==> config.mk <==
export PLATFORM = sky130hd
export DESIGN_NAME = cfs_sequencer
export DESIGN_NICKNAME = d
export VERILOG_FILES = /design/src/inc/cfs_pkg.sv /design/src/cfs_btn_sync.sv /design/src/cfs_sequencer.sv
export SDC_FILE = /design/constraint.sdc
export NUM_CORES = 1
export LEC_CHECK = 0
export BUFFER_PORTS_ARGS = -buffer_cell sky130_fd_sc_hd__clkbuf_2
export CAP_MARGIN = 30
export CORE_MARGIN = 2
export CORE_UTILIZATION = 40
export CTS_CLUSTER_SIZE = 25
export DETAILED_ROUTE_END_ITERATION = 6
export GPL_ROUTABILITY_DRIVEN = 0
export SLEW_MARGIN = 20
export SYNTH_ARGS = -nofsm -noshare
export SYNTH_HDL_FRONTEND = slang
export SYNTH_HIERARCHICAL = 1
export SYNTH_SLANG_ARGS = --single-unit
export TNS_END_PERCENT = 5
==> constraint.sdc <==
create_clock -name clk_sys_i -period 6.84 [get_ports clk_sys_i]
set_input_delay 0.684 -clock clk_sys_i [delete_from_list [all_inputs] [get_ports clk_sys_i]]
set_output_delay 0.684 -clock clk_sys_i [all_outputs]
set_load 0.1 [all_outputs]
==> src/inc/cfs_pkg.sv <==
// shared constants and types of the capacitor forming sequencer
package cfs_pkg;

  // ---------------------------------------------------------------------------
  // timing
  // ---------------------------------------------------------------------------
  localparam int CLK_PERIOD_NS = 10;
  localparam int TICK_PERIOD_NS = 1000000000;
  localparam int TICK_CYC_DEF = TICK_PERIOD_NS / CLK_PERIOD_NS;
  localparam int TICK_W = 27;
  localparam logic [5:0] SEC_PER_MIN = 6'h3C;

  // ---------------------------------------------------------------------------
  // limits
  // ---------------------------------------------------------------------------
  localparam logic [9:0] V_TOL = 10'h00A;
  localparam int PAR_N = 8;
  localparam logic [2:0] P_VBAS = 3'h0;
  localparam logic [2:0] P_IBAS = 3'h1;
  localparam logic [2:0] P_VFIN = 3'h2;
  localparam logic [2:0] P_VSTP = 3'h3;
  localparam logic [2:0] P_IPRF = 3'h4;
  localparam logic [2:0] P_TSTP = 3'h5;
  localparam logic [2:0] P_TFIN = 3'h6;
  localparam logic [2:0] P_TIDL = 3'h7;
  // index 7 down to 0: idle, final hold, step hold, profile I, step V, final V, basic I, basic V
  localparam logic [7:0][9:0] PAR_RST = {10'h03C, 10'h000, 10'h000, 10'h064, 10'h000, 10'h000, 10'h064, 10'h000};
  localparam logic [7:0][9:0] PAR_LO = {10'h001, 10'h000, 10'h000, 10'h064, 10'h000, 10'h000, 10'h064, 10'h000};
  localparam logic [7:0][9:0] PAR_HI = {10'h3E7, 10'h3E7, 10'h3E7, 10'h3E8, 10'h3E8, 10'h3E8, 10'h3E8, 10'h3E8};
  localparam logic [7:0][1:0] PAR_TOPDIG = {2'h2, 2'h2, 2'h2, 2'h3, 2'h3, 2'h3, 2'h3, 2'h3};

  // ---------------------------------------------------------------------------
  // menus
  // ---------------------------------------------------------------------------
  localparam logic [2:0] MAIN_LAST = 3'h4;
  localparam logic [2:0] PRF_LAST = 3'h5;
  localparam logic [2:0] CHG_LAST = 3'h2;
  localparam logic [2:0] M_PRF = 3'h0;
  localparam logic [2:0] M_CHG = 3'h1;
  localparam logic [2:0] M_DIS = 3'h2;
  localparam logic [2:0] M_RES = 3'h3;

  typedef enum logic [10:0] {
    SCR_MAIN = 11'h001,
    SCR_CHG_MENU = 11'h002,
    SCR_PRF_MENU = 11'h004,
    SCR_EDIT = 11'h008,
    SCR_CONFIRM = 11'h010,
    SCR_CHARGING = 11'h020,
    SCR_DIS_CONF = 11'h040,
    SCR_DISCHARGING = 11'h080,
    SCR_RESULTS = 11'h100,
    SCR_IDLE_V = 11'h200,
    SCR_SPARE = 11'h400
  } cfs_screen_type;

  typedef struct packed {
    logic up;
    logic down;
    logic left;
    logic right;
    logic enter;
    logic cancel;
  } cfs_btn_type;

endpackage

==> src/cfs_btn_sync.sv <==
// button and voltage-detect synchroniser with press detection
`timescale 1ns/1ps
module cfs_btn_sync
  import cfs_pkg::*;
(
  input wire logic clk_sys_i,
  input wire logic srst_i,
  input wire cfs_pkg::cfs_btn_type btn_i,
  input wire logic vdet_i,
  output cfs_pkg::cfs_btn_type press_o,
  output logic vdet_o
);
  import cfs_pkg::*;

  typedef struct packed {
    logic [6:0] s1;
    logic [6:0] s2;
    logic [6:0] s3;
    logic [6:0] lvl;
    cfs_btn_type press;
  } cfs_sync_type;

  cfs_sync_type st_q, st_d;

  // a bit changes once the second and third stages agree
  always_comb begin
    st_d = st_q;
    st_d.s1 = {vdet_i, btn_i};
    st_d.s2 = st_q.s1;
    st_d.s3 = st_q.s2;
    st_d.lvl = (st_q.s2 & st_q.s3) | (st_q.lvl & (st_q.s2 | st_q.s3));
    st_d.press = st_d.lvl[5:0] & ~st_q.lvl[5:0];
  end

  always_ff @(posedge clk_sys_i) begin
    if (srst_i) begin
      st_q <= '0;
    end else begin
      st_q <= st_d;
    end
  end

  assign press_o = st_q.press;
  assign vdet_o = st_q.lvl[6];

endmodule // cfs_btn_sync

==> src/cfs_sequencer.sv <==
// menu, charge profile and discharge sequencer of the capacitor former
`timescale 1ns/1ps
// Notes on behaviour
// - profile target rises by step voltage
// - each step target held step hold time
// - final held, then discharge starts automatically
// - target reached within plus minus ten volts
// - step hold limited to 999 minutes
// - final hold limited to 999 units
// - left/right pick digit, up/down change it
// - enter stores edited value, leaves screen
// - menu cursor moves, enter opens line
// - cancel on menu returns to parent
// - cancel while charging starts discharge immediately
// - charging starts only after confirmation
// - manual discharge only after confirmation
// - discharge shows timer, ends on results
// - last measurement result is kept
// - idle timeout switches to voltage screen
// - enter or cancel leaves voltage screen
// - current limit between 100 mA and 1 A
// - voltage setpoints between 0 and 1000 V
// - voltage present output follows detection
module cfs_sequencer
  import cfs_pkg::*;
#(
  parameter int TICK_CYC = TICK_CYC_DEF
) (
  input wire logic clk_sys_i,
  input wire logic srst_i,
  input wire cfs_pkg::cfs_btn_type btn_i,
  input wire logic vdet_i,
  input wire logic [10:0] vload_i,
  input wire logic disch_done_i,
  input wire logic [15:0] meas_i,
  output cfs_pkg::cfs_screen_type screen_o,
  output logic [2:0] cursor_o,
  output logic [1:0] digit_o,
  output logic [9:0] edit_val_o,
  output logic charge_en_o,
  output logic [9:0] target_v_o,
  output logic [9:0] ilim_o,
  output logic discharge_o,
  output logic [15:0] elapsed_o,
  output logic [15:0] result_o,
  output logic vpresent_o
);
  import cfs_pkg::*;

  typedef struct packed {
    cfs_screen_type scr;
    logic prof;
    logic [2:0] cursor;
    logic [1:0] digit;
    logic [2:0] sel;
    logic [9:0] edit_val;
    logic [7:0][9:0] par;
    logic [9:0] target;
    logic [9:0] ilim;
    logic holding;
    logic [15:0] hold_sec;
    logic [TICK_W-1:0] tick_cnt;
    logic [9:0] idle_sec;
    logic [15:0] elapsed;
    logic [15:0] result;
    logic charge_en;
    logic discharge;
    logic vpresent;
  } cfs_state_type;

  cfs_state_type st_q, st_d;
  cfs_btn_type ev;
  logic vdet_s;
  logic tick;
  logic reached;
  logic [15:0] hold_lim;
  logic idle_scr;

  // ---------------------------------------------------------------------------
  // helpers
  // ---------------------------------------------------------------------------
  function automatic logic [9:0] dig_weight(input logic [1:0] d);
    case (d)
      2'h0: return 10'h001;
      2'h1: return 10'h00A;
      2'h2: return 10'h064;
      default: return 10'h3E8;
    endcase
  endfunction

  function automatic logic [9:0] edit_step(input logic [9:0] v, input logic [9:0] w, input logic inc,
                                           input logic [9:0] lo, input logic [9:0] hi);
    logic [11:0] s;
    s = {2'h0, v};
    if (inc) begin
      s = {2'h0, v} + {2'h0, w};
      if (s > {2'h0, hi}) begin
        s = {2'h0, hi};
      end
    end else if ({2'h0, v} < {2'h0, lo} + {2'h0, w}) begin
      s = {2'h0, lo};
    end else begin
      s = {2'h0, v} - {2'h0, w};
    end
    return s[9:0];
  endfunction

  function automatic logic [9:0] next_step(input logic [9:0] cur, input logic [9:0] stp, input logic [9:0] fin);
    logic [10:0] s;
    s = {1'b0, cur} + {1'b0, stp};
    if (stp == 10'h000 || s >= {1'b0, fin}) begin
      return fin;
    end
    return s[9:0];
  endfunction

  function automatic cfs_screen_type edit_parent(input logic [2:0] sel);
    if (sel == P_TIDL) begin
      return SCR_MAIN;
    end else if (sel <= P_IBAS) begin
      return SCR_CHG_MENU;
    end
    return SCR_PRF_MENU;
  endfunction

  cfs_btn_sync u_sync (
    .clk_sys_i(clk_sys_i),
    .srst_i(srst_i),
    .btn_i(btn_i),
    .vdet_i(vdet_i),
    .press_o(ev),
    .vdet_o(vdet_s)
  );

  // ---------------------------------------------------------------------------
  // combinational terms
  // ---------------------------------------------------------------------------
  logic [11:0] vdiff;
  always_comb begin
    tick = (st_q.tick_cnt == TICK_W'(TICK_CYC - 1));
    vdiff = ({1'b0, vload_i} >= {2'h0, st_q.target}) ? ({1'b0, vload_i} - {2'h0, st_q.target})
                                                      : ({2'h0, st_q.target} - {1'b0, vload_i});
    reached = (vdiff <= {2'h0, V_TOL});
    hold_lim = 16'((st_q.target == st_q.par[P_VFIN]) ? st_q.par[P_TFIN] : st_q.par[P_TSTP]) * 16'(SEC_PER_MIN);
    idle_scr = (st_q.scr != SCR_CHARGING) && (st_q.scr != SCR_DISCHARGING) && (st_q.scr != SCR_IDLE_V);
  end

  // ---------------------------------------------------------------------------
  // sequencer
  // ---------------------------------------------------------------------------
  always_comb begin
    st_d = st_q;
    st_d.tick_cnt = tick ? '0 : st_q.tick_cnt + 1'b1;
    st_d.vpresent = vdet_s;
    if (ev != '0 || !idle_scr) begin
      st_d.idle_sec = '0;
    end else if (tick && st_q.idle_sec != 10'h3FF) begin
      st_d.idle_sec = st_q.idle_sec + 1'b1;
    end
    case (st_q.scr)
      SCR_MAIN, SCR_CHG_MENU, SCR_PRF_MENU: begin
        if (ev.up && st_q.cursor != 3'h0) begin
          st_d.cursor = st_q.cursor - 1'b1;
        end else if (ev.down && st_q.cursor != (st_q.scr == SCR_MAIN ? MAIN_LAST
                     : st_q.scr == SCR_PRF_MENU ? PRF_LAST : CHG_LAST)) begin
          st_d.cursor = st_q.cursor + 1'b1;
        end
        if (ev.cancel) begin
          st_d.scr = SCR_MAIN;
          st_d.cursor = '0;
        end else if (ev.enter) begin
          st_d.cursor = '0;
          st_d.digit = '0;
          if (st_q.scr == SCR_MAIN) begin
            case (st_q.cursor)
              M_PRF: st_d.scr = SCR_PRF_MENU;
              M_CHG: st_d.scr = SCR_CHG_MENU;
              M_DIS: st_d.scr = SCR_DIS_CONF;
              M_RES: st_d.scr = SCR_RESULTS;
              default: begin
                st_d.scr = SCR_EDIT;
                st_d.sel = P_TIDL;
              end
            endcase
          end else if ((st_q.scr == SCR_PRF_MENU && st_q.cursor == PRF_LAST)
                       || (st_q.scr == SCR_CHG_MENU && st_q.cursor == CHG_LAST)) begin
            st_d.scr = SCR_CONFIRM;
            st_d.prof = (st_q.scr == SCR_PRF_MENU);
          end else begin
            st_d.scr = SCR_EDIT;
            st_d.sel = (st_q.scr == SCR_PRF_MENU) ? st_q.cursor + P_VFIN : st_q.cursor;
          end
          if (st_d.scr == SCR_EDIT) begin
            st_d.edit_val = st_q.par[st_d.sel];
          end
        end
      end
      SCR_EDIT: begin
        if (ev.left && st_q.digit != PAR_TOPDIG[st_q.sel]) begin
          st_d.digit = st_q.digit + 1'b1;
        end else if (ev.right && st_q.digit != 2'h0) begin
          st_d.digit = st_q.digit - 1'b1;
        end else if (ev.up || ev.down) begin
          // clamping keeps every setting in range
          st_d.edit_val = edit_step(st_q.edit_val, dig_weight(st_q.digit), ev.up,
                                    PAR_LO[st_q.sel], PAR_HI[st_q.sel]);
        end
        if (ev.enter) begin
          st_d.par[st_q.sel] = st_q.edit_val;
          st_d.scr = edit_parent(st_q.sel);
          st_d.cursor = '0;
        end else if (ev.cancel) begin
          st_d.scr = edit_parent(st_q.sel);
          st_d.cursor = '0;
        end
      end
      SCR_CONFIRM: begin
        if (ev.enter) begin
          st_d.scr = SCR_CHARGING;
          st_d.charge_en = 1'b1;
          st_d.discharge = 1'b0;
          st_d.holding = 1'b0;
          st_d.hold_sec = '0;
          st_d.target = st_q.prof ? next_step(10'h000, st_q.par[P_VSTP], st_q.par[P_VFIN]) : st_q.par[P_VBAS];
          st_d.ilim = st_q.prof ? st_q.par[P_IPRF] : st_q.par[P_IBAS];
        end else if (ev.cancel) begin
          st_d.scr = st_q.prof ? SCR_PRF_MENU : SCR_CHG_MENU;
        end
      end
      SCR_CHARGING: begin
        if (st_q.prof && !st_q.holding && reached) begin
          st_d.holding = 1'b1;
          st_d.hold_sec = '0;
        end else if (st_q.prof && st_q.holding) begin
          if (st_q.hold_sec >= hold_lim) begin
            if (st_q.target == st_q.par[P_VFIN]) begin
              st_d.scr = SCR_DISCHARGING;
              st_d.charge_en = 1'b0;
              st_d.discharge = 1'b1;
              st_d.elapsed = '0;
            end else begin
              st_d.target = next_step(st_q.target, st_q.par[P_VSTP], st_q.par[P_VFIN]);
              st_d.holding = 1'b0;
            end
          end else if (tick) begin
            st_d.hold_sec = st_q.hold_sec + 1'b1;
          end
        end
        if (ev.cancel) begin
          st_d.scr = SCR_DISCHARGING;
          st_d.charge_en = 1'b0;
          st_d.discharge = 1'b1;
          st_d.elapsed = '0;
        end
      end
      SCR_DIS_CONF: begin
        if (ev.enter) begin
          st_d.scr = SCR_DISCHARGING;
          st_d.discharge = 1'b1;
          st_d.elapsed = '0;
        end else if (ev.cancel) begin
          st_d.scr = SCR_MAIN;
        end
      end
      SCR_DISCHARGING: begin
        if (tick && st_q.elapsed != 16'hFFFF) begin
          st_d.elapsed = st_q.elapsed + 1'b1;
        end
        if (disch_done_i) begin
          st_d.scr = SCR_RESULTS;
          st_d.discharge = 1'b0;
          st_d.result = meas_i;
        end
      end
      SCR_RESULTS, SCR_IDLE_V: begin
        if (ev.enter || ev.cancel) begin
          st_d.scr = SCR_MAIN;
          st_d.cursor = '0;
        end
      end
      default: begin
        st_d.scr = SCR_MAIN;
      end
    endcase
    if (idle_scr && ev == '0 && st_q.idle_sec >= st_q.par[P_TIDL]) begin
      st_d.scr = SCR_IDLE_V;
      st_d.idle_sec = '0;
    end
  end

  always_ff @(posedge clk_sys_i) begin
    if (srst_i) begin
      st_q <= '0;
      st_q.scr <= SCR_MAIN;
      st_q.par <= PAR_RST;
      st_q.ilim <= PAR_RST[P_IBAS];
    end else begin
      st_q <= st_d;
    end
  end

  assign screen_o = st_q.scr;
  assign cursor_o = st_q.cursor;
  assign digit_o = st_q.digit;
  assign edit_val_o = st_q.edit_val;
  assign charge_en_o = st_q.charge_en;
  assign target_v_o = st_q.target;
  assign ilim_o = st_q.ilim;
  assign discharge_o = st_q.discharge;
  assign elapsed_o = st_q.elapsed;
  assign result_o = st_q.result;
  assign vpresent_o = st_q.vpresent;

  // ---------------------------------------------------------------------------
  // checks
  // ---------------------------------------------------------------------------
  AST_STEP_ADVANCE: assert property (@(posedge clk_sys_i) disable iff (srst_i)
    st_q.scr == SCR_CHARGING && st_q.prof && !ev.cancel && st_q.holding && st_q.hold_sec >= hold_lim
    && st_q.target != st_q.par[P_VFIN] |=> target_v_o > $past(target_v_o) && !st_q.holding)
    else $error("profile target did not advance");
  AST_STEP_HOLD: assert property (@(posedge clk_sys_i) disable iff (srst_i)
    $changed(target_v_o) && st_q.scr == SCR_CHARGING && $past(st_q.scr) == SCR_CHARGING
    |-> $past(st_q.hold_sec) >= $past(hold_lim))
    else $error("step left before hold time");
  AST_FINAL_DISCH: assert property (@(posedge clk_sys_i) disable iff (srst_i)
    st_q.scr == SCR_CHARGING && st_q.prof && st_q.holding && st_q.hold_sec >= hold_lim
    && st_q.target == st_q.par[P_VFIN] |=> discharge_o && !charge_en_o && screen_o == SCR_DISCHARGING)
    else $error("final hold did not end in discharge");
  AST_TOL_WINDOW: assert property (@(posedge clk_sys_i) disable iff (srst_i)
    st_q.scr == SCR_CHARGING && st_q.prof && !st_q.holding && !ev.cancel |=> st_q.holding == $past(reached))
    else $error("tolerance decision wrong");
  AST_CANCEL_ABORT: assert property (@(posedge clk_sys_i) disable iff (srst_i)
    st_q.scr == SCR_CHARGING && ev.cancel |=> discharge_o && !charge_en_o && elapsed_o == 16'h0000)
    else $error("cancel did not abort charge");
  AST_CONFIRM_FIRST: assert property (@(posedge clk_sys_i) disable iff (srst_i)
    $rose(charge_en_o) |-> $past(st_q.scr) == SCR_CONFIRM && $past(ev.enter))
    else $error("charge started without confirmation");
  AST_MAN_DISCH: assert property (@(posedge clk_sys_i) disable iff (srst_i)
    $rose(discharge_o) |-> $past(st_q.scr) inside {SCR_DIS_CONF, SCR_CHARGING})
    else $error("discharge started without cause");
  AST_RESULT_KEEP: assert property (@(posedge clk_sys_i) disable iff (srst_i)
    st_q.scr == SCR_DISCHARGING && disch_done_i |=> screen_o == SCR_RESULTS && result_o == $past(meas_i)
    ##1 result_o == $past(result_o))
    else $error("result not latched or not kept");
  AST_IDLE_TO: assert property (@(posedge clk_sys_i) disable iff (srst_i)
    idle_scr && ev == '0 && st_q.idle_sec >= st_q.par[P_TIDL] |=> screen_o == SCR_IDLE_V)
    else $error("idle timeout missed");
  AST_ILIM_RANGE: assert property (@(posedge clk_sys_i) disable iff (srst_i)
    ilim_o >= PAR_LO[P_IBAS] && ilim_o <= PAR_HI[P_IBAS] && target_v_o <= PAR_HI[P_VBAS])
    else $error("setpoint out of range");
  AST_VPRESENT: assert property (@(posedge clk_sys_i) disable iff (srst_i)
    vpresent_o == $past(vdet_s))
    else $error("voltage present not shown");

endmodule // cfs_sequencer

## Word-level counts from Yosys, hierarchy flattened

Memories as Yosys holds them, arrays and structs flattened. A register that Yosys moved wholly into a read port is not among the register bits.
Index checks and enable logic that the tools add are counted.

- Register bits: 253
- Bits in latches: 0
- Bits in writable memories: 0
- ROM bits: 176
- Input bits: 37
- Output and inout bits: 81
- Word-level logic and storage cells: 332
- Memories: 3

Memories:

| name | depth | bits a word | read ports | clocked after memory_dff | wr ports | line | source |
|---|---|---|---|---|---|---|---|
| (name not given) | 8 | 10 | 1 | 1 | 0 | cfs_sequencer.sv:206 | `PAR_LO[st_q.sel], PAR_HI[st_q.sel]);` |
| (name not given) | 8 | 10 | 1 | 1 | 0 | cfs_sequencer.sv:206 |  |
| (name not given) | 8 | 2 | 1 | 1 | 0 | cfs_sequencer.sv:199 | `if (ev.left && st_q.digit != PAR_TOPDIG[st_q.sel]) begin` |

- Add/sub/neg operators: 15
- $mul: 1
- Divide/modulo/power cells: 0
- Magnitude comparators: 12
- Equal/unequal tests: 67
- Shifts and indexed selects: 0
- Multiplexer cells: 132
- Bitwise gates (word level): 8
- Reduce and logical (&&, ||, !) cells: 58

Operators with widths:

| cell | count |
|---|---|
| two-way mux 10 bit | 27 |
| two-way mux 11 bit | 22 |
| two-way mux 16 bit | 9 |
| bitwise mux 80 bit | 1 |
| case mux 11 bit (7 select lines) | 1 |
| two-way mux 3 bit | 22 |
| case mux 16 bit (3 select lines) | 1 |
| case mux 10 bit (2 select lines) | 2 |
| two-way mux 37 bit | 1 |
| case mux 9 bit (4 select lines) | 1 |
| two-way mux 17 bit | 2 |
| case mux 17 bit (2 select lines) | 1 |
| adder 10 x 10 -> 11 bit | 3 |
| adder 16 x 1 -> 16 bit (second input constant) | 2 |
| binary-select mux 10 bit (select 3 bit) | 1 |
| demux 10 bit (select 3 bit) | 1 |
| two-way mux 30 bit | 1 |
| case mux 10 bit (3 select lines) | 1 |
| adder 27 x 1 -> 27 bit (second input constant) | 1 |
| equality test 27 bit (second input constant) | 1 |
| inequality test 2 bit (second input constant) | 12 |
| inequality test 3 bit (second input constant) | 8 |
| equality test 11 x 4 -> 1 bit (second input constant) | 2 |
| greater-or-equal comparator 11 x 10 -> 1 bit | 2 |
| other kinds (82) | 168 |

## Longest topological paths before layout

Gate-level depths: netlist (run 1).

- Word-level depth: 15
- Mapped depth: 30
- Gate-level depth less buffers: 28

## Modules after synthesis

The synthesis (run 1) kept the hierarchy.

Modules (own cells, without submodules):

| module | instances | cells each | area an instance (um^2) |
|---|---|---|---|
| cfs_sequencer | 1 | 2013 | 16383.2 |
| cfs_btn_sync | 1 | 91 | 1104.8 |

## Worst setup path before layout (run 1)

No wires, ideal clock.

- Kind: reg2reg
- From: reg st_q (netlist bit target_v_o[1])
- To: reg st_q (netlist bit elapsed_o[10])
- Library setup time: 128 ps
- Arrival: 6671 ps
- Required time: 6712 ps
- Slack: 41 ps
- Stages on the path, launching flop included: 29
- Path buffers: 2
- Path through: dfxtp_1 > xor2_1 > nor4_1 > nand4_1 > buf_1 > mux2i_1 > inv_1 > fa_1 > fa_1 > ha_1 > a21o_1 > a21oi_1 > o21ai_0 > a21oi_1 > nand2b_1 > a21boi_0 > o31a_1 > o41ai_1 > xor2_1 > ha_1 > nand4_1 > nor2_1 > o21ai_0 > o21a_1 > o31ai_1 > nand3_1 > o21ai_1 > clkbuf_1 > nor2_1

- Longest elaborated chain between the ends: 6
- Elaborated cells on any way between the ends: 14

RTL lines:

| what | line | source |
|---|---|---|
| start: declaration | cfs_sequencer.sv:71 | `cfs_state_type st_q, st_d;` |
| start signal: assignment | cfs_sequencer.sv:298 | `st_q <= st_d;` |
| equality test 10 bit (tied with other cells) | cfs_sequencer.sv:144, cfs_sequencer.sv:236 |  |
| two-way mux 10 bit / two-way mux 12 bit (equally long branches) | cfs_sequencer.sv:144, cfs_sequencer.sv:141 |  |
| multiplier 10 x 4 -> 14 bit / less-or-equal comparator 12 x 4 -> 1 bit (equally long branches) | cfs_sequencer.sv:144, cfs_sequencer.sv:143 |  |
| greater-or-equal comparator 16 bit / logical AND 1 bit (equally long branches) | cfs_sequencer.sv:235, cfs_sequencer.sv:231 |  |
| inequality test 3 x 2 -> 1 bit (no line) | -- |  |
| AND reduction 7 bit (no line) * | -- |  |

Every way passes the cells marked *; elsewhere a longest branch is shown, timed or not.
A chain may end at the register's enable or synchronous reset.

## Final worst setup path (run 1)

- From: reg st_q (netlist bit target_v_o[2])
- To: reg st_q (netlist bit elapsed_o[15])

The elaborated chain is that of the path after synthesis.

==> results of run 1 <==
registers in the layout, indices dropped and copies added (netlist names), named ones only:
| register | count |
|---|---|
| vpresent_o | 1 |
| result_o | 16 |
| u_sync/st_q | 13 |
| u_sync/press_o | 6 |
| screen_o | 10 |
| target_v_o | 10 |
| cursor_o | 3 |
| edit_val_o | 10 |
| u_sync/st_d | 14 |
| st_q | 138 |
| charge_en_o | 1 |
| digit_o | 2 |
| ilim_o | 10 |
| discharge_o | 1 |
| elapsed_o | 16 |
| u_sync/vdet_o | 1 |
path summary, 6_finish.rpt:
check	startpoint	to	cells past startpoint
worst min-delay path	vdet_i	u_sync/st_d[26]	2
worst min register to register	u_sync/st_d[22]	u_sync/st_d[15]	1
worst max-delay path	target_v_o[2]	elapsed_o[15]	28
worst max register to register	target_v_o[2]	elapsed_o[15]	28
kinds of logic (layout without fill, tap and decap cells):
group / Yosys count / after routing
AOI/OAI and AO/OA: 453 / 453
xor gates and xnor gates: 119 / 119
adders and majority gates: 160 / 160
buffers and inverters: 311 / 342
DFF: 256 / 256
muxes: 118 / 118
other: 1 / 1
and+or+nand+nor: 686 / 686
synth_stat cells, types with 56 or more instances:
cell type / n
o21ai_0: 84
dfxtp_1: 256
mux2i_1: 99
nand3_1: 56
nand2_1: 220
xor2_1: 59
a21oi_1: 133
nor2_1: 180
inv_1: 125
xnor2_1: 60
buf_4: 92
clkbuf_1: 64
ha_1: 143
repair_timing:
| item | 4_1_cts | 5_1_grt |
|---|---|---|
| resized for setup | 0 | 16 |
| setup endpoints to repair | 0 | 49 |
| hold buffers | 0 | 0 |
| buffers inserted | 0 | 3 |
worst max-delay path, delay by kind of cell, from the launching register on:
family	cells	cell delay (ns)
AO/OA/AOI/OAI	11	1.97
AND/OR/NAND/NOR	7	1.38
multiplexers	1	0.33
flip-flops	1	0.32
buffers and inverters	3	0.52
adder cells (fa/ha/maj)	4	1.63
XOR/XNOR	2	0.28
metrics by stage:
stage	hold slack [ns]	area [µm²]	utilization [%]	power, mW
after detailed placement	0.4269	18070	41.94	2.221
after global placement	0.4165	18050	41.90	2.214
final	0.3147	19140	44.44	3.828
after CTS	0.2831	19060	44.25	3.845
after floorplan	0.4138	17490	-	2.099
after global routing	0.3044	19140	44.44	3.966
metal layers:
metal  up-vias  part of all wire (%)  GRT usage, %
met2       488                    46         35.35
met5         -                     0             0
met4         0                   2.1         4.533
met3        72                   6.5         3.368
li1       7288                     -             -
met1      7177                    45         28.38
area by class of cell:
cell class	count	area, µm²
clock buffers	37	825.8
clock inverters	16	167.7
fillers	4259	23930
inverters	126	473.0
multi-input cells	1537	10880
flip-flops and latches	256	5125
well taps	585	732.0
repair buffers	163	937.1
where the power goes:
| group | internal [mW] | switching (mW) |
|---|---|---|
| sequential | 1.50 | 0.0197 |
| clock | 0.934 | 0.685 |
| combinational | 0.238 | 0.446 |
==> results by group, run 1 <==
Floorplanning
  – Die X: 213.1 µm
  – Die Ht: 213.1 µm
  – Die ar.: approximately 45,000 µm²
  – Ports: about 120
  – Num rows: 76
  – Core area: 43,080 µm²
  – Starting density of the core: 40.60%

Yosys
  – Mean post-synth cell area: 8.312 µm²
  – Synth Register Bits: 256
  – Mux share of post-synthesis cell area: 6.890%
  – Simple-gate share of the synthesized area: 19.35%
  – Synth top area cells: dfxtp_1 29%, ha_1 10%, mux2i_1 5.7%
  – XOR/XNOR share of the synthesized area: just under 6%
  – Sequential area share after synthesis: 29.31%
  – Share of the synthesized area in the top cell type: 29.31%
  – Most used DFF post-synth: dfxtp_1
  – Synth Cell Area: 17,490 µm²
  – Mapped Nets: 2,301
  – Dominant cell type by area after synthesis: dfxtp_1
  – Largest family of logic cells by synthesized area: simple AND/OR/NAND/NOR gates
  – Post-synthesis adder-cell area fraction: 12.18%
  – Post-synth ARST share: 0%
  – Gate Count Post-Synth: 2,104
  – Synthesis warning total: 6
  – Post-synth EDFFs: 0
  – Synth Area in Compound Gates: 17.33%
  – Post-synth cell types: 94

Place
  – Placed cells: approximately 2,700
  – Placement Setup Slack: 0.1022 ns
  – Detailed Place HPWL: 36,050 µm
  – I/O Buffers: roughly 120

Timing
  – Worst Slack Setup Final: 0.3511 ns
  – Max Transition Viols Final: 0
  – Final hold violation count: 0
  – Max_slew headroom: 34.75%
  – Setup TNS: 0 ns
  – Fin crit share: between 90 and 100%
  – FMAX: around 0.15 GHz
  – RSZ-0062 raised after global routing: true
  – Clk_skew: 0.02305 ns
  – Final setup vio count: 0
  – Post-layout minimum cycle time: roughly 6.5 ns
  – Slew at the pin closest to its max-slew limit: 0.9707 ns

Critical path
  – Crit path DAT: roughly 7 ns
  – Most Frequent Cell on Critical Path: buf_4
  – Worst Setup Path Type: reg2reg
  – Startpoint Class: flop
  – CP Max Fanout: 5
  – Critical Path RT: 7.36 ns
  – Reg2reg setup slack: 0.35 ns
  – CP Capture Type: flop
  – Delay of the slowest critical-path stage: 0.59 ns
  – CP max-delay cell: fa_1

CTS
  – CTS tree: yes
  – TritonCTS buffer count: 29
  – Htree depth: 1
  – Root Buffer: clkbuf_16
  – Longest Clk Path Bufs: 3
  – Clock transition at path regs: 0.07 ns
  – Number of clock sinks: 256
  – Worst skew pair latency: 0.59 ns

Finish
  – Area Overhead vs Synth: 9.458%
  – # diodes: 0
  – Commonest cells after routing, fill and taps aside: 256 x dfxtp_1, 220 x nand2_1, 180 x nor2_1
  – Non-filler cells, final: 2,720
  – Commonest non-fill, non-tap cell in the layout: dfxtp_1
  – Layout cells sized above 1: about 14%
  – # nets final: about 2,300

Pwr
  – Leakage power: 7.837 nW
  – Peak supply drop: 0.0001809 V
  – Power per cell area: 200.0 nW/µm²

Detailed routing
  – Drt via density: 5.524
  – Avg WL per Cell: 17.92 µm
  – DRC violations left: 0
  – Via Count: 15,030
  – WL final: 48,730 µm
  – Drt first pass iters: 6
  – Number of routed nets with antenna violations: 0
  – DRT iter0 DRCs: 1,093

Global routing
  – Initial antenna violation count: 0
  – Vias in the first global route: about 14,000
  – Gr usage total: between 20% and 30%
  – Global-route wire length before repair: 76,290 µm
  – Remaining global-route overflow: 0
  – Largest net degree at the start of global routing: 94

Outcome
  – Status: finished clean

Job
  – Maxcap violations: 0

Hold path
  – HP Class: in2reg
Note: power is estimated with default switching activity, not from simulation.
==> run 2, diff against run 1 <==
Settings changed: CELL_PAD_IN_SITES_DETAIL_PLACEMENT from default to 1, CELL_PAD_IN_SITES_GLOBAL_PLACEMENT from default to 1, PLACE_DENSITY_LB_ADDON from default to 0.1.
==> run 2 against run 1 <==
Net effect:
- worst setup slack worse by 0.080 ns
- wire length is 13% higher
- power is 3.4% higher
- first-iteration DRC count is 24% lower
- flip-flop and latch count stayed put
- via count is 0.59% higher
- global-route usage is 3.2 points higher
- design area is 1.7% higher
- non-clock buffer count is 17 higher
- critical endpoint is now screen_o[0]
- largest cell class unchanged
==> results by group, run 2 (synthesis gave the netlist of run 1 again) <==
Global routing
  – Largest net degree at the start of global routing: 55
  – Global-route wire length before repair: between 80,000 and 90,000 µm
  – Remaining global-route overflow: 0
  – Gr usage total: 24.29%
  – Initial antenna violation count: 0
  – Vias in the first global route: 15,440

Timing
  – Post-layout minimum cycle time: roughly 6.6 ns
  – Fin crit share: 96.04%
  – Worst Slack Setup Final: around 0.27 ns
  – FMAX: 0.1522 GHz
  – WHS: 0.3064 ns
  – Max Transition Viols Final: 0
  – Slew at the pin closest to its max-slew limit: between 0.9 and 1 ns
  – Max_slew headroom: 34.30%
  – Clk_skew: 0.01246 ns
  – Final setup vio count: 0
  – Final hold violation count: 0
  – RSZ-0062 raised after global routing: true

Critical path
  – Critical Path RT: 7.33 ns
  – CP Capture Type: flop
  – Worst R2R Path Depth: 27
  – Crit path DAT: slightly above 7 ns
  – CP Max Fanout: 5
  – Worst Setup Path Type: reg2reg
  – Startpoint Class: flop

CTS
  – CTS tree: yes
  – Number of clock sinks: 256
  – Htree depth: 1
  – Worst skew pair latency: 0.59 ns
  – TritonCTS buffer count: 31
  – Root Buffer: clkbuf_16
  – Post-cts hold buffer count: 0
  – Longest Clk Path Bufs: 3
  – Clock transition at path regs: 0.06 ns

Place
  – Area of placed instances: 18,110 µm²
  – Placement Setup Slack: -0.09901 ns
  – I/O Buffers: 116
  – Detailed Place HPWL: just over 40,000 µm

Detailed routing
  – Via Count: 15,110
  – Number of routed nets with antenna violations: 0
  – WL final: roughly 55,000 µm
  – DRT iter0 DRCs: roughly 830
  – DRC violations left: 0
  – Drt first pass iters: 5
  – Drt via density: around 5.5
  – Avg WL per Cell: between 20 and 25 µm

Finish
  – Fillers: 5,158
  – Cell area after layout: between 15,000 and 20,000 µm²
  – Register area: 5126 µm²
  – Largest Register: st_q
  – Multi-input logic area: 11,000 µm²
  – Commonest cells after routing, fill and taps aside: 255 x dfxtp_1, 220 x nand2_1, 180 x nor2_1
  – # diodes: 0
  – Max FFs per register: 138
  – Commonest non-fill, non-tap cell in the layout: dfxtp_1
  – Layout cells sized above 1: about 16%
  – Area Overhead vs Synth: 11.31%
  – # nets final: 2,329

Floorplanning
  – Num rows: 76
  – Core area: between 40,000 and 50,000 µm²
  – Die X: 213.1 µm
  – Die Ht: 213.1 µm
  – Die ar.: between 40,000 and 50,000 µm²
  – Starting density of the core: 40.60%
  – Ports: 118

Outcome
  – Status: finished clean

Pwr
  – Leakage power: 7.999 nW
  – Power per cell area: 203.3 nW/µm²
  – Peak supply drop: 0.0001801 V

Hold path
  – Hold depth: 2
  – HP Class: in2reg

Job
  – Maxcap violations: 0
run 2: changes by cell type in the layout (fill, tap and decap cells not counted), sizes merged:
cell      change
buf          +17
bufinv        +3
clkbuf        +1
clkinv        -1
clkinvlp      -4
inv           -1
run 2: stage by stage:
step | cells | TNS, ns | power [mW] | util (%)
after global placement | 2664 | 0 | 2.229 | 41.93
final | 2735 | 0 | 3.957 | 45.19
after global routing | 2735 | -0.9254 | 4.110 | 45.19
after floorplan | 2104 | 0 | 2.099 | -
after detailed placement | 2668 | -0.6128 | 2.238 | 42.03
after CTS | 2721 | 0 | 3.971 | 44.52
run 2: power by group:
group          switching [mW]  internal [mW]  total (mW)
combinational           0.460          0.251       0.710
clock                   0.666           1.05        1.72
sequential             0.0213           1.51        1.53
total                    1.15           2.81        3.96
run 2: what timing repair did:
item | in CTS | in global routing
setup buffers | 2 | 13
resized for setup | 1 | 45
setup endpoints to repair | 13 | 52
pin swaps | 1 | 22
run 2: worst paths after layout:
| kind | end | slack [ns] | from |
|---|---|---|---|
| hold reg to reg | u_sync/st_d[13] | 0.44 | u_sync/st_d[20] |
| hold / removal | u_sync/st_d[20] | 0.31 | btn_i[0] |
| setup reg to reg | screen_o[0] | 0.27 | target_v_o[2] |
| setup / recovery | screen_o[0] | 0.27 | target_v_o[2] |
run 2: final cells by class:
type,count,share of cell area (%)
clock buffers,38,4.326
clock inverters,13,1.080
inverters,126,2.430
multi-input cells,1537,56.51
flip-flops and latches,256,26.33
well taps,585,3.760
repair buffers,180,5.560
run 2: layer usage:
| layer | track usage, % | routed length [µm] |
|---|---|---|
| met1 | 32.29 | 25580 |
| met2 | 41.67 | 26400 |
| met3 | 2.883 | 1913 |
| met4 | 6.197 | 1327 |
| met5 | 0 | 0 |
run 2: critical path, cell delays in order, from the launching register on:
cell,delay (ns)
dfxtp_2,0.32
xor2_1,0.16
nor4_2,0.32
nand4_1,0.24
buf_4,0.21
mux2_4,0.31
fa_1,0.53
fa_1,0.52
ha_1,0.30
a21o_1,0.21
a21oi_4,0.15
o21ai_2,0.09
a21oi_2,0.16
nand2b_4,0.15
a21boi_2,0.06
o31a_1,0.30
o41ai_2,0.31
xor2_1,0.11
ha_1,0.31
nand4_1,0.11
nor2_1,0.14
o21ai_2,0.08
o21a_2,0.26
o31ai_2,0.24
buf_4,0.19
and3_4,0.21
mux2_4,0.30
a21o_1,0.17
